==> config.mk <==
export PLATFORM = sky130hd
export DESIGN_NAME = drs_sequencer
export DESIGN_NICKNAME = d
export VERILOG_FILES = /design/src/hw/drs_pkg.sv /design/src/hw/drs_sequencer.sv
export VERILOG_INCLUDE_DIRS = /design/src /design/src/hw
export SDC_FILE = /design/constraint.sdc
export NUM_CORES = 2
export LEC_CHECK = 0
export BUFFER_PORTS_ARGS = -buffer_cell sky130_fd_sc_hd__buf_2
export CORE_ASPECT_RATIO = 0.75
export CORE_UTILIZATION = 25
export CTS_CLUSTER_DIAMETER = 60
export CTS_CLUSTER_SIZE = 8
export DETAILED_ROUTE_END_ITERATION = 12
export PLACE_DENSITY = 0.44
export SKIP_LAST_GASP = 1
export SYNTH_ARGS = -nofsm -noshare
export SYNTH_HDL_FRONTEND = slang
export SYNTH_SLANG_ARGS = --single-unit
==> constraint.sdc <==
create_clock -name clk -period 19.25 [get_ports clk]
set_input_delay 1.925 -clock clk [delete_from_list [all_inputs] [get_ports clk]]
set_output_delay 1.925 -clock clk [all_outputs]
set_load 0.03 [all_outputs]
==> src/hw/drs_consts.svh <==
// Purpose: offsets, field positions, reset values and timing of the
//          reference / ramp / stop sequencer
// Assumes: word-addressed plain register port, 7 address bits
// Notes:   parameter set for motor 2 sits 0x20 above motor 1
`ifndef DRS_CONSTS_SVH
`define DRS_CONSTS_SVH

// ==================================================================
// parameter set slots (index inside one motor set)
`define DRS_P_METHOD    5'h00
`define DRS_P_RUNSRC    5'h01
`define DRS_P_REFSRC    5'h02
`define DRS_P_DETMS     5'h03
`define DRS_P_STOPMODE  5'h04
`define DRS_P_HOLDMS    5'h05
`define DRS_P_OFFMS     5'h06
`define DRS_P_MIXREF    5'h07
`define DRS_P_RAMPEN    5'h08
`define DRS_P_ACCSCALE  5'h09
`define DRS_P_ACCSW1    5'h0a
`define DRS_P_ACCSW2    5'h0b
`define DRS_P_ACCT1     5'h0c
`define DRS_P_ACCT2     5'h0d
`define DRS_P_ACCT3     5'h0e
`define DRS_P_ACCALT    5'h0f
`define DRS_P_DECSCALE  5'h10
`define DRS_P_DECSW1    5'h11
`define DRS_P_DECSW2    5'h12
`define DRS_P_DECT1     5'h13
`define DRS_P_DECT2     5'h14
`define DRS_P_DECT3     5'h15
`define DRS_P_DECALT    5'h16
`define DRS_P_MAXREF    5'h17
`define DRS_P_RATEDREF  5'h18

// ==================================================================
// global registers (word addresses)
`define DRS_A_KEY1      7'h40
`define DRS_A_KEY2      7'h41
`define DRS_A_KEY3      7'h42
`define DRS_A_SYSRST    7'h43
`define DRS_A_STATUS    7'h44
`define DRS_A_APPREF    7'h45
`define DRS_A_DIFUNC0   7'h48

// ==================================================================
// status fields, codes, reset values
`define DRS_S_OUTEN     3
`define DRS_S_METHOK    4
`define DRS_S_PKGOK     5
`define DRS_S_PKG       6
`define DRS_S_MOTOR     7
`define DRS_S_TUNED     8
`define DRS_DI_MOTOR    16'h000b
`define DRS_DI_ACCSW    16'h000c
`define DRS_PAR_RESET   16'h0000
`define DRS_TIME_X10    16'h000a
`define DRS_TIME_X1     16'h0001

// ==================================================================
// timing: control tick of 1 ms at an 8 ns clock
`define DRS_CLK_NS      8
`define DRS_TICK_NS     1000000
`define DRS_TICK_CYC    (`DRS_TICK_NS / `DRS_CLK_NS)
`define DRS_TICKS_PER_S 32'd1000

`endif

==> src/hw/drs_pkg.sv <==
// Purpose: types of the reference / ramp / stop sequencer
// Assumes: constants live in drs_consts.svh
// Notes:   state codes are visible in the status register
package drs_pkg;

    // ==============================================================
    // sequencer states
    typedef enum logic [2:0] {
        ST_STOP = 3'b000,
        ST_RUN  = 3'b001,
        ST_DET  = 3'b010,
        ST_DEC  = 3'b011,
        ST_HOLD = 3'b100,
        ST_LOCK = 3'b101
    } drs_state_t;

    // ==============================================================
    // control methods and command sources
    typedef enum logic [1:0] {
        CM_VF_FREQ = 2'b00,
        CM_VF_SPD  = 2'b01,
        CM_SLV_SPD = 2'b10,
        CM_VEC_SPD = 2'b11
    } drs_method_t;

    typedef enum logic [1:0] {
        SRC_TERM = 2'b00,
        SRC_KEY  = 2'b01,
        SRC_COMM = 2'b10
    } drs_src_t;

endpackage : drs_pkg

==> src/hw/drs_sequencer.sv <==
// Purpose: run/stop, reference source, ramp and stop sequencing
// Assumes: parameters written over the plain register port
// Notes:   reference units are arbitrary 16-bit speed/frequency steps
`timescale 1ns/1ps
`include "drs_consts.svh"

module drs_sequencer
    import drs_pkg::*;
#(
    parameter int TICK_CYC = `DRS_TICK_CYC
) (
    // clock and reset
    input  wire logic        clk,
    input  wire logic        rst,
    // register port
    input  wire logic [6:0]  regAddr,
    input  wire logic [15:0] regWdata,
    input  wire logic        regWr,
    input  wire logic        regRd,
    output logic      [15:0] regRdata_r,
    // pins
    input  wire logic        digitalInputOne,
    input  wire logic [3:0]  diPins,
    // same-clock command sources
    input  wire logic        keyRun,
    input  wire logic        commRun,
    input  wire logic [15:0] termRef,
    input  wire logic [15:0] keyRef,
    input  wire logic [15:0] commRef,
    input  wire logic        tuneDone,
    // drive outputs
    output logic      [15:0] appliedRef_r,
    output logic             outEnable_r,
    output logic             operating_r,
    output logic             motorSel_r
);

    // ==============================================================
    // storage
    logic [15:0] parSet_r [0:63];
    logic [15:0] diFunc_r [0:3];
    logic [1:0]  key_r [0:2];
    logic        secondPkg_r;
    logic        pkgOk_r;
    logic [1:0]  tuned_r;
    logic        methodOk_r;
    drs_state_t  st_r;
    drs_state_t  stNxt;
    logic [15:0] tmr_r;
    logic [16:0] tickCnt_r;
    logic        tick_r;
    logic [31:0] acc_r;
    logic [15:0] pend_r;

    // ==============================================================
    // pin synchronisers
    logic [4:0] pinMeta_r;
    logic [4:0] pinSync_r;

    always_ff @(posedge clk) begin
        if (rst) begin
            pinMeta_r <= 5'h00;
            pinSync_r <= 5'h00;
        end else begin
            pinMeta_r <= {diPins, digitalInputOne};
            pinSync_r <= pinMeta_r;
        end
    end

    // ==============================================================
    // digital input functions
    logic [3:0] diMotor;
    logic [3:0] diAccSw;

    genvar gi;
    generate
        for (gi = 0; gi < 4; gi++) begin : g_di
            assign diMotor[gi] = pinSync_r[gi+1] && diFunc_r[gi] == `DRS_DI_MOTOR;
            assign diAccSw[gi] = pinSync_r[gi+1] && diFunc_r[gi] == `DRS_DI_ACCSW;
        end
    endgenerate

    logic motorSel;
    logic altTime;
    assign motorSel = |diMotor;
    assign altTime  = |diAccSw;

    // active motor set lookup
    function automatic logic [15:0] par(input logic [4:0] idx);
        return parSet_r[{motorSel, idx}];
    endfunction : par

    // ==============================================================
    // register writes
    always_ff @(posedge clk) begin
        if (rst) begin
            for (int i = 0; i < 64; i++) begin
                parSet_r[i] <= `DRS_PAR_RESET;
            end
            for (int i = 0; i < 4; i++) begin
                diFunc_r[i] <= `DRS_PAR_RESET;
            end
            for (int i = 0; i < 3; i++) begin
                key_r[i] <= 2'h0;
            end
        end else if (regWr) begin
            if (!regAddr[6]) begin
                parSet_r[regAddr[5:0]] <= regWdata;
            end else if (regAddr >= `DRS_A_KEY1 && regAddr <= `DRS_A_KEY3) begin
                key_r[regAddr[1:0]] <= regWdata[1:0];
            end else if (regAddr[6:2] == `DRS_A_DIFUNC0 >> 2) begin
                diFunc_r[regAddr[1:0]] <= regWdata;
            end
        end
    end

    // ==============================================================
    // program package
    logic keysAgree;
    assign keysAgree = key_r[0] == key_r[1] && key_r[1] == key_r[2];

    always_ff @(posedge clk) begin
        if (rst) begin
            secondPkg_r <= 1'b0;
            pkgOk_r     <= 1'b1;
        end else if (regWr && regAddr == `DRS_A_SYSRST && regWdata[0]) begin
            secondPkg_r <= key_r[0][0];
            pkgOk_r     <= keysAgree && !key_r[0][1];
        end
    end

    always_ff @(posedge clk) begin
        if (rst) begin
            tuned_r <= 2'b00;
        end else if (tuneDone) begin
            tuned_r[motorSel] <= 1'b1;
        end
    end

    // ==============================================================
    // method check
    drs_method_t method;
    logic        methodOk;
    assign method = drs_method_t'(par(`DRS_P_METHOD) & 16'h0003);

    always_comb begin
        case (method)
            CM_VF_FREQ: methodOk = 1'b1;
            CM_VF_SPD:  methodOk = 1'b1;
            CM_SLV_SPD: methodOk = !secondPkg_r && tuned_r[motorSel];
            CM_VEC_SPD: methodOk = secondPkg_r && tuned_r[motorSel];
            default:    methodOk = 1'b0;
        endcase
    end

    always_ff @(posedge clk) begin
        if (rst) begin
            methodOk_r <= 1'b0;
            motorSel_r <= 1'b0;
        end else begin
            methodOk_r <= methodOk && pkgOk_r;
            motorSel_r <= motorSel;
        end
    end

    // ==============================================================
    // command and reference sources
    logic        runCmd;
    logic [15:0] selRef;

    always_comb begin
        case (par(`DRS_P_RUNSRC))
            16'h0000: runCmd = pinSync_r[0];
            16'h0001: runCmd = keyRun;
            16'h0002: runCmd = commRun;
            default:  runCmd = 1'b0;
        endcase
        case (par(`DRS_P_REFSRC))
            16'h0000: selRef = termRef;
            16'h0001: selRef = keyRef;
            16'h0002: selRef = commRef;
            default:  selRef = 16'h0000;
        endcase
    end

    // ==============================================================
    // control tick
    always_ff @(posedge clk) begin
        if (rst) begin
            tickCnt_r <= 17'h00000;
            tick_r    <= 1'b0;
        end else if (tickCnt_r == 17'(TICK_CYC - 1)) begin
            tickCnt_r <= 17'h00000;
            tick_r    <= 1'b1;
        end else begin
            tickCnt_r <= tickCnt_r + 17'h00001;
            tick_r    <= 1'b0;
        end
    end

    // ==============================================================
    // stop sequencer
    logic [15:0] stopMode;
    assign stopMode = par(`DRS_P_STOPMODE);

    always_comb begin
        stNxt = st_r;
        case (st_r)
            ST_STOP: begin
                if (runCmd && methodOk_r) begin
                    stNxt = ST_RUN;
                end
            end
            ST_RUN: begin
                if (!runCmd) begin
                    stNxt = ST_DET;
                end
            end
            ST_DET: begin
                if (runCmd) begin
                    stNxt = ST_RUN;
                end else if (tmr_r >= par(`DRS_P_DETMS)) begin
                    stNxt = (stopMode == 16'h0001) ? ST_LOCK : ST_DEC;
                end
            end
            ST_DEC: begin
                if (runCmd) begin
                    stNxt = ST_RUN;
                end else if (stopMode == 16'h0002 &&
                             appliedRef_r < par(`DRS_P_MIXREF)) begin
                    stNxt = ST_LOCK;
                end else if (appliedRef_r == 16'h0000) begin
                    stNxt = ST_HOLD;
                end
            end
            ST_HOLD: begin
                if (runCmd) begin
                    stNxt = ST_RUN;
                end else if (tmr_r >= par(`DRS_P_HOLDMS)) begin
                    stNxt = ST_STOP;
                end
            end
            ST_LOCK: begin
                if (tmr_r >= par(`DRS_P_OFFMS)) begin
                    stNxt = ST_STOP;
                end
            end
            default: stNxt = ST_STOP;
        endcase
    end

    always_ff @(posedge clk) begin
        if (rst) begin
            st_r <= ST_STOP;
        end else begin
            st_r <= stNxt;
        end
    end

    always_ff @(posedge clk) begin
        if (rst || stNxt != st_r) begin
            tmr_r <= 16'h0000;
        end else if (tick_r && tmr_r != 16'hffff) begin
            tmr_r <= tmr_r + 16'h0001;
        end
    end

    // output stage follows the next state so the cut lands at once
    logic outOn;
    assign outOn = stNxt == ST_RUN || stNxt == ST_DET ||
                   stNxt == ST_DEC || stNxt == ST_HOLD;

    always_ff @(posedge clk) begin
        if (rst) begin
            outEnable_r <= 1'b0;
            operating_r <= 1'b0;
        end else begin
            outEnable_r <= outOn;
            operating_r <= outOn;
        end
    end

    // ==============================================================
    // ramp segment selection
    logic [15:0] maxRef;
    logic [15:0] target;
    logic        goUp;
    logic [15:0] segTime;
    logic [15:0] segSpan;
    logic [15:0] segScale;
    logic [31:0] denom;

    assign maxRef = par(`DRS_P_MAXREF);
    assign target = (st_r == ST_RUN || st_r == ST_DET) ?
                    ((selRef > maxRef) ? maxRef : selRef) : 16'h0000;
    assign goUp   = target > appliedRef_r;

    always_comb begin
        if (goUp) begin
            segScale = |(par(`DRS_P_ACCSCALE) & 16'h0001) ? `DRS_TIME_X10 : `DRS_TIME_X1;
            if (altTime) begin
                segTime = par(`DRS_P_ACCALT);
                segSpan = par(`DRS_P_RATEDREF);
            end else if (appliedRef_r < par(`DRS_P_ACCSW1)) begin
                segTime = par(`DRS_P_ACCT1);
                segSpan = par(`DRS_P_ACCSW1);
            end else if (appliedRef_r < par(`DRS_P_ACCSW2)) begin
                segTime = par(`DRS_P_ACCT2);
                segSpan = par(`DRS_P_ACCSW2) - par(`DRS_P_ACCSW1);
            end else begin
                segTime = par(`DRS_P_ACCT3);
                segSpan = maxRef - par(`DRS_P_ACCSW2);
            end
        end else begin
            segScale = |(par(`DRS_P_DECSCALE) & 16'h0001) ? `DRS_TIME_X10 : `DRS_TIME_X1;
            if (altTime) begin
                segTime = par(`DRS_P_DECALT);
                segSpan = par(`DRS_P_RATEDREF);
            end else if (appliedRef_r > par(`DRS_P_DECSW2)) begin
                segTime = par(`DRS_P_DECT1);
                segSpan = maxRef - par(`DRS_P_DECSW2);
            end else if (appliedRef_r > par(`DRS_P_DECSW1)) begin
                segTime = par(`DRS_P_DECT2);
                segSpan = par(`DRS_P_DECSW2) - par(`DRS_P_DECSW1);
            end else begin
                segTime = par(`DRS_P_DECT3);
                segSpan = par(`DRS_P_DECSW1);
            end
        end
    end

    // ticks for one segment: seconds x scale x ticks per second
    assign denom = 32'(segTime * segScale) * `DRS_TICKS_PER_S;

    // ==============================================================
    // ramp step accumulator
    // span is added once per tick and drained one unit per clock, so
    // a segment may not ask for more units per tick than TICK_CYC - 1
    logic rampOn;
    assign rampOn = |(par(`DRS_P_RAMPEN) & 16'h0001) && denom != 32'h00000000;

    always_ff @(posedge clk) begin
        if (rst || !rampOn || target == appliedRef_r) begin
            acc_r  <= 32'h00000000;
            pend_r <= 16'h0000;
        end else if (tick_r) begin
            acc_r  <= acc_r + {16'h0000, segSpan};
            pend_r <= 16'h0000;
        end else if (acc_r >= denom && pend_r != 16'hffff) begin
            acc_r  <= acc_r - denom;
            pend_r <= pend_r + 16'h0001;
        end
    end

    // ==============================================================
    // applied reference
    logic [16:0] upSum;
    logic [16:0] downLim;
    assign upSum   = {1'b0, appliedRef_r} + {1'b0, pend_r};
    assign downLim = {1'b0, target} + {1'b0, pend_r};

    always_ff @(posedge clk) begin
        if (rst) begin
            appliedRef_r <= 16'h0000;
        end else if (!outOn) begin
            appliedRef_r <= 16'h0000;
        end else if (!rampOn) begin
            appliedRef_r <= target;
        end else if (tick_r) begin
            if (goUp) begin
                appliedRef_r <= (upSum >= {1'b0, target}) ? target : upSum[15:0];
            end else if (downLim >= {1'b0, appliedRef_r}) begin
                appliedRef_r <= target;
            end else begin
                appliedRef_r <= appliedRef_r - pend_r;
            end
        end
    end

    // ==============================================================
    // register reads, data valid the cycle after the strobe
    logic [15:0] status;
    assign status = {6'h00, tuned_r, motorSel_r, secondPkg_r, pkgOk_r,
                     methodOk_r, outEnable_r, st_r};

    always_ff @(posedge clk) begin
        if (rst) begin
            regRdata_r <= 16'h0000;
        end else if (regRd) begin
            if (!regAddr[6]) begin
                regRdata_r <= parSet_r[regAddr[5:0]];
            end else if (regAddr >= `DRS_A_KEY1 && regAddr <= `DRS_A_KEY3) begin
                regRdata_r <= {14'h0000, key_r[regAddr[1:0]]};
            end else if (regAddr == `DRS_A_STATUS) begin
                regRdata_r <= status;
            end else if (regAddr == `DRS_A_APPREF) begin
                regRdata_r <= appliedRef_r;
            end else if (regAddr[6:2] == `DRS_A_DIFUNC0 >> 2) begin
                regRdata_r <= diFunc_r[regAddr[1:0]];
            end else begin
                regRdata_r <= 16'h0000;
            end
        end else begin
            regRdata_r <= 16'h0000;
        end
    end

endmodule : drs_sequencer

==> impl_metrics.ini <==
[run_status]
outcome = completed

[setup_path]
ff2ff_setup_slack_ns = 1.15
worstReg2RegStart = diFunc_r[1][9]
endpoint_kind = flop
cp_slowest_cell = nor4b_1
crit_type = flop to flop
cp_data_required_time_ns = 19.98
r2r_cells = 72
start_kind = flop
rr_endpoint = acc_r[17]
cp.arrival_ns = 18.83
critPathMaxStageDelay_ns = 0.63
crit_fanout = 23

[global_route]
grt-ovfl-total = 0
first_global_vias = 55866
grt_util_all_layers_pct = 21.6
antenna_found_initial = 62
grt_pass1_wl_um = 474000
grt_start_max_net_pins = 87

[cts]
cts_buffer_depth = 4
cts_sinks = 1228
clockRootBuffer = clkbuf_16
cts_tree = built
ctsHoldBuffers = 0
cts_made_buffers = 190
worstSkewPairLatency_ns = 0.88
htree_levels = 4
clkTransAtPathRegs_ns = 0.05

[timing]
finalCriticalPeriod_ns = 18.10
finalHoldViolCount = 0
worst_pin_slew_ns = 1.42
fmax_ghz = 0.0553
rsz0062_at_grt = false
final.setup.worst_slack_ns = 1.15
setup-tns-final_ns = 0
final.setup_skew_ns = 0.101
slew_headroom_pct = 5.21
finalMaxSlewViolations = 0
fin_crit_sh_pct = 94.0
finalSetupViolCount = 0

[synth]
synth_edf_count = 1094
netlist_instances = 6866
synth_top_area_share_pct = 42.2
syn_area_mm2 = 0.0779
ys_ff_latch = 1228
ys_warn_count = 0
synth_compound_area_share_pct = 8.39
yosysTopAreaCell = edfxtp_1
synthSimpleGateAreaFrac_pct = 17.0
ys_seq_area_share_pct = 45.6
synthXorXnorAreaFrac_pct = 2.58
synth.distinct_cells = 93
synthAdderAreaFrac_pct = 9.21
synth_top_family_by_area = simple AND/OR/NAND/NOR gates
synth.avg_cell_area_um2 = 11.3
synth-async-reset-ratio_pct = 0
ys.flop_type = edfxtp_1
synth.net_count = 7464
synth.area.mux_share_pct = 13.5
synth_common_cells = 1094 x edfxtp_1, 1035 x and2_1, 499 x nand2_1
yosys-top-cells-area = edfxtp_1 42%, mux4_2 10%, and2_1 8.3%
yosysMostFrequentCell = edfxtp_1

[min_path]
whs_path_depth = 1
hp-class = flop to flop
hold_start = tickCnt_r[0]
hold_path_end = tickCnt_r[0]

[power]
power_leakage_uw = 0.0342
p_comb_share_pct = 54.4
powerDensity_mw_per_mm2 = 153
p_sw_uw = 6080
vdd_drop_max_mv = 0.398
pwr-share-clk_pct = 22.8
swShare_pct = 44.4
p_seq_share_pct = 22.8
p_int_uw = 7630

[floorplan]
core-area_mm2 = 0.310
start_util_pct = 25.1
dieArea_mm2 = 0.314
die_w_um = 646
placementRows = 177
dieHeight_um = 485
num_io_pins = 118

[finish]
area_growth_syn_to_layout_pct = 15.0
stdcell_area_mm2 = 0.0896
drive_gt1_share_pct = 14.5
final_cells = 11201
final_nets = 7591

[detailed_routing]
drc = 0
dr.pass1.iters = 8
num_vias = 59094
drt-total-wl_um = 347000
antenna_left = 0
routedWlPerCell_um = 31.0
vias_per_cell = 5.28
drt_iter0_drc = 8357

[place]
dpl.cell_count = 10916
io_buffers = 117
dp_slack_ns = 0.902
hpwl_um = 257000
gp_congestion = 0.951
placed_area_mm2 = 0.0841

[job]
drv_cap = 0
[layout by cell type (no fill, tap or decap), types with 16 or more instances in the layout]
cell type	instances
o21ai_0	141
nor2_1	423
nand3_1	123
and2_1	1035
clkbuf_1	50
or2_2	16
inv_1	321
nand2_1	497
xnor2_1	159
buf_4	268
mux4_2	357
ha_1	432
buf_2	100
and3_1	33
o21a_1	56
nor4_1	47
nor2b_1	63
a21oi_1	272
o211ai_1	22
a211oi_1	72
a222oi_1	21
fa_1	83
or3_1	22
xor2_1	70
edfxtp_1	1094
a21o_1	84
o31ai_1	16
nor3_1	104
o21ai_1	77
a31oi_1	24
nand4_1	44
mux2i_1	237
o21bai_1	35
clkbuf_16	197
nand2b_1	38
dfxtp_1	133
[state kept, by name (all words and copies together) (netlist names), 2 cells and up]
register and count:
parSet_r 1024, diFunc_r 64, acc_r 32, tickCnt_r 17, appliedRef_r 16, pend_r 16, regRdata_r 16, tmr_r 16
key_r 6, pinMeta_r 5, pinSync_r 5, st_r 3, tuned_r 2
[kinds of logic (layout without fill, tap and decap cells)]
logic type / after synthesis / in the layout
other: 0 / 15
buffers and inverters: 765 / 968
xor gates and xnor gates: 229 / 229
AOI/OAI and AO/OA: 1000 / 1000
and+or+nand+nor: 2517 / 2517
adders and majority gates: 525 / 525
DFF: 1228 / 1228
muxes: 602 / 602
[stage by stage]
stage | total power, uW | util [%] | hold slack (ns)
final | 13700 | 28.9 | 0.443
after global routing | 14600 | 28.9 | 0.460
after CTS | 13700 | 28.9 | 0.447
after detailed placement | 10500 | 27.1 | 0.424
after global placement | 10500 | 27.1 | 0.428
after floorplan | 8270 | - | 0.414
[worst max path at each step]
stage | start | endpoint | slack (ns) | cells past startpoint
after floorplan | diFunc_r[2][4] | acc_r[31] | 3.06 | 74
after global placement | diFunc_r[2][8] | acc_r[17] | 0.92 | 71
after detailed placement | diFunc_r[2][10] | acc_r[17] | 0.90 | 71
after CTS | diFunc_r[2][8] | acc_r[17] | 0.73 | 71
after global routing | diFunc_r[2][4] | acc_r[24] | 0.02 | 73
final | diFunc_r[1][9] | acc_r[17] | 1.15 | 72
[power groups by stage]
stage | combinational, uW | sequential, uW | clock, uW
6_report | 7460 | 3130 | 3130
3_3_place_gp | 7290 | 3170 | 0
4_1_cts | 7360 | 3120 | 3170
2_1_floorplan | 5160 | 3120 | 0
5_1_grt | 8170 | 3130 | 3270
3_5_place_dp | 7330 | 3170 | 0
[worst max-delay path: cells and delay by family (launching register included)]
kind | cells | cell delay, ns
AOI/OAI and AO/OA | 35 | 7.45
buffers and inverters | 11 | 1.94
and+or+nand+nor | 11 | 2.80
muxes | 1 | 0.17
adders and majority gates | 13 | 4.87
xor gates and xnor gates | 1 | 0.19
DFF | 1 | 0.42
[layout make-up]
| type | count | area, um^2 |
|---|---|---|
| diodes | 15 | 37.5 |
| clock buffers | 251 | 5170 |
| clock inverters | 17 | 178 |
| fillers | 31741 | 220000 |
| inverters | 325 | 1220 |
| multi-input cells | 4873 | 39600 |
| flip-flops and latches | 1228 | 35500 |
| well taps | 4117 | 5150 |
| repair buffers | 375 | 2630 |
[timing repair]
item                                    in CTS  in global routing
buffers inserted                             0                  1
endpoints found under the setup margin       0                 34
gates resized for setup                      0                  5
[layer usage]
layer	vias to the layer above	global-route usage [%]	share of wire, %
met5	-	0	0.031
li1	25264	-	-
met1	30357	32.4	46
met2	2997	29.4	40
met3	460	6.49	11
met4	16	5.96	3.0
Note: power is estimated with default switching activity, not from simulation.
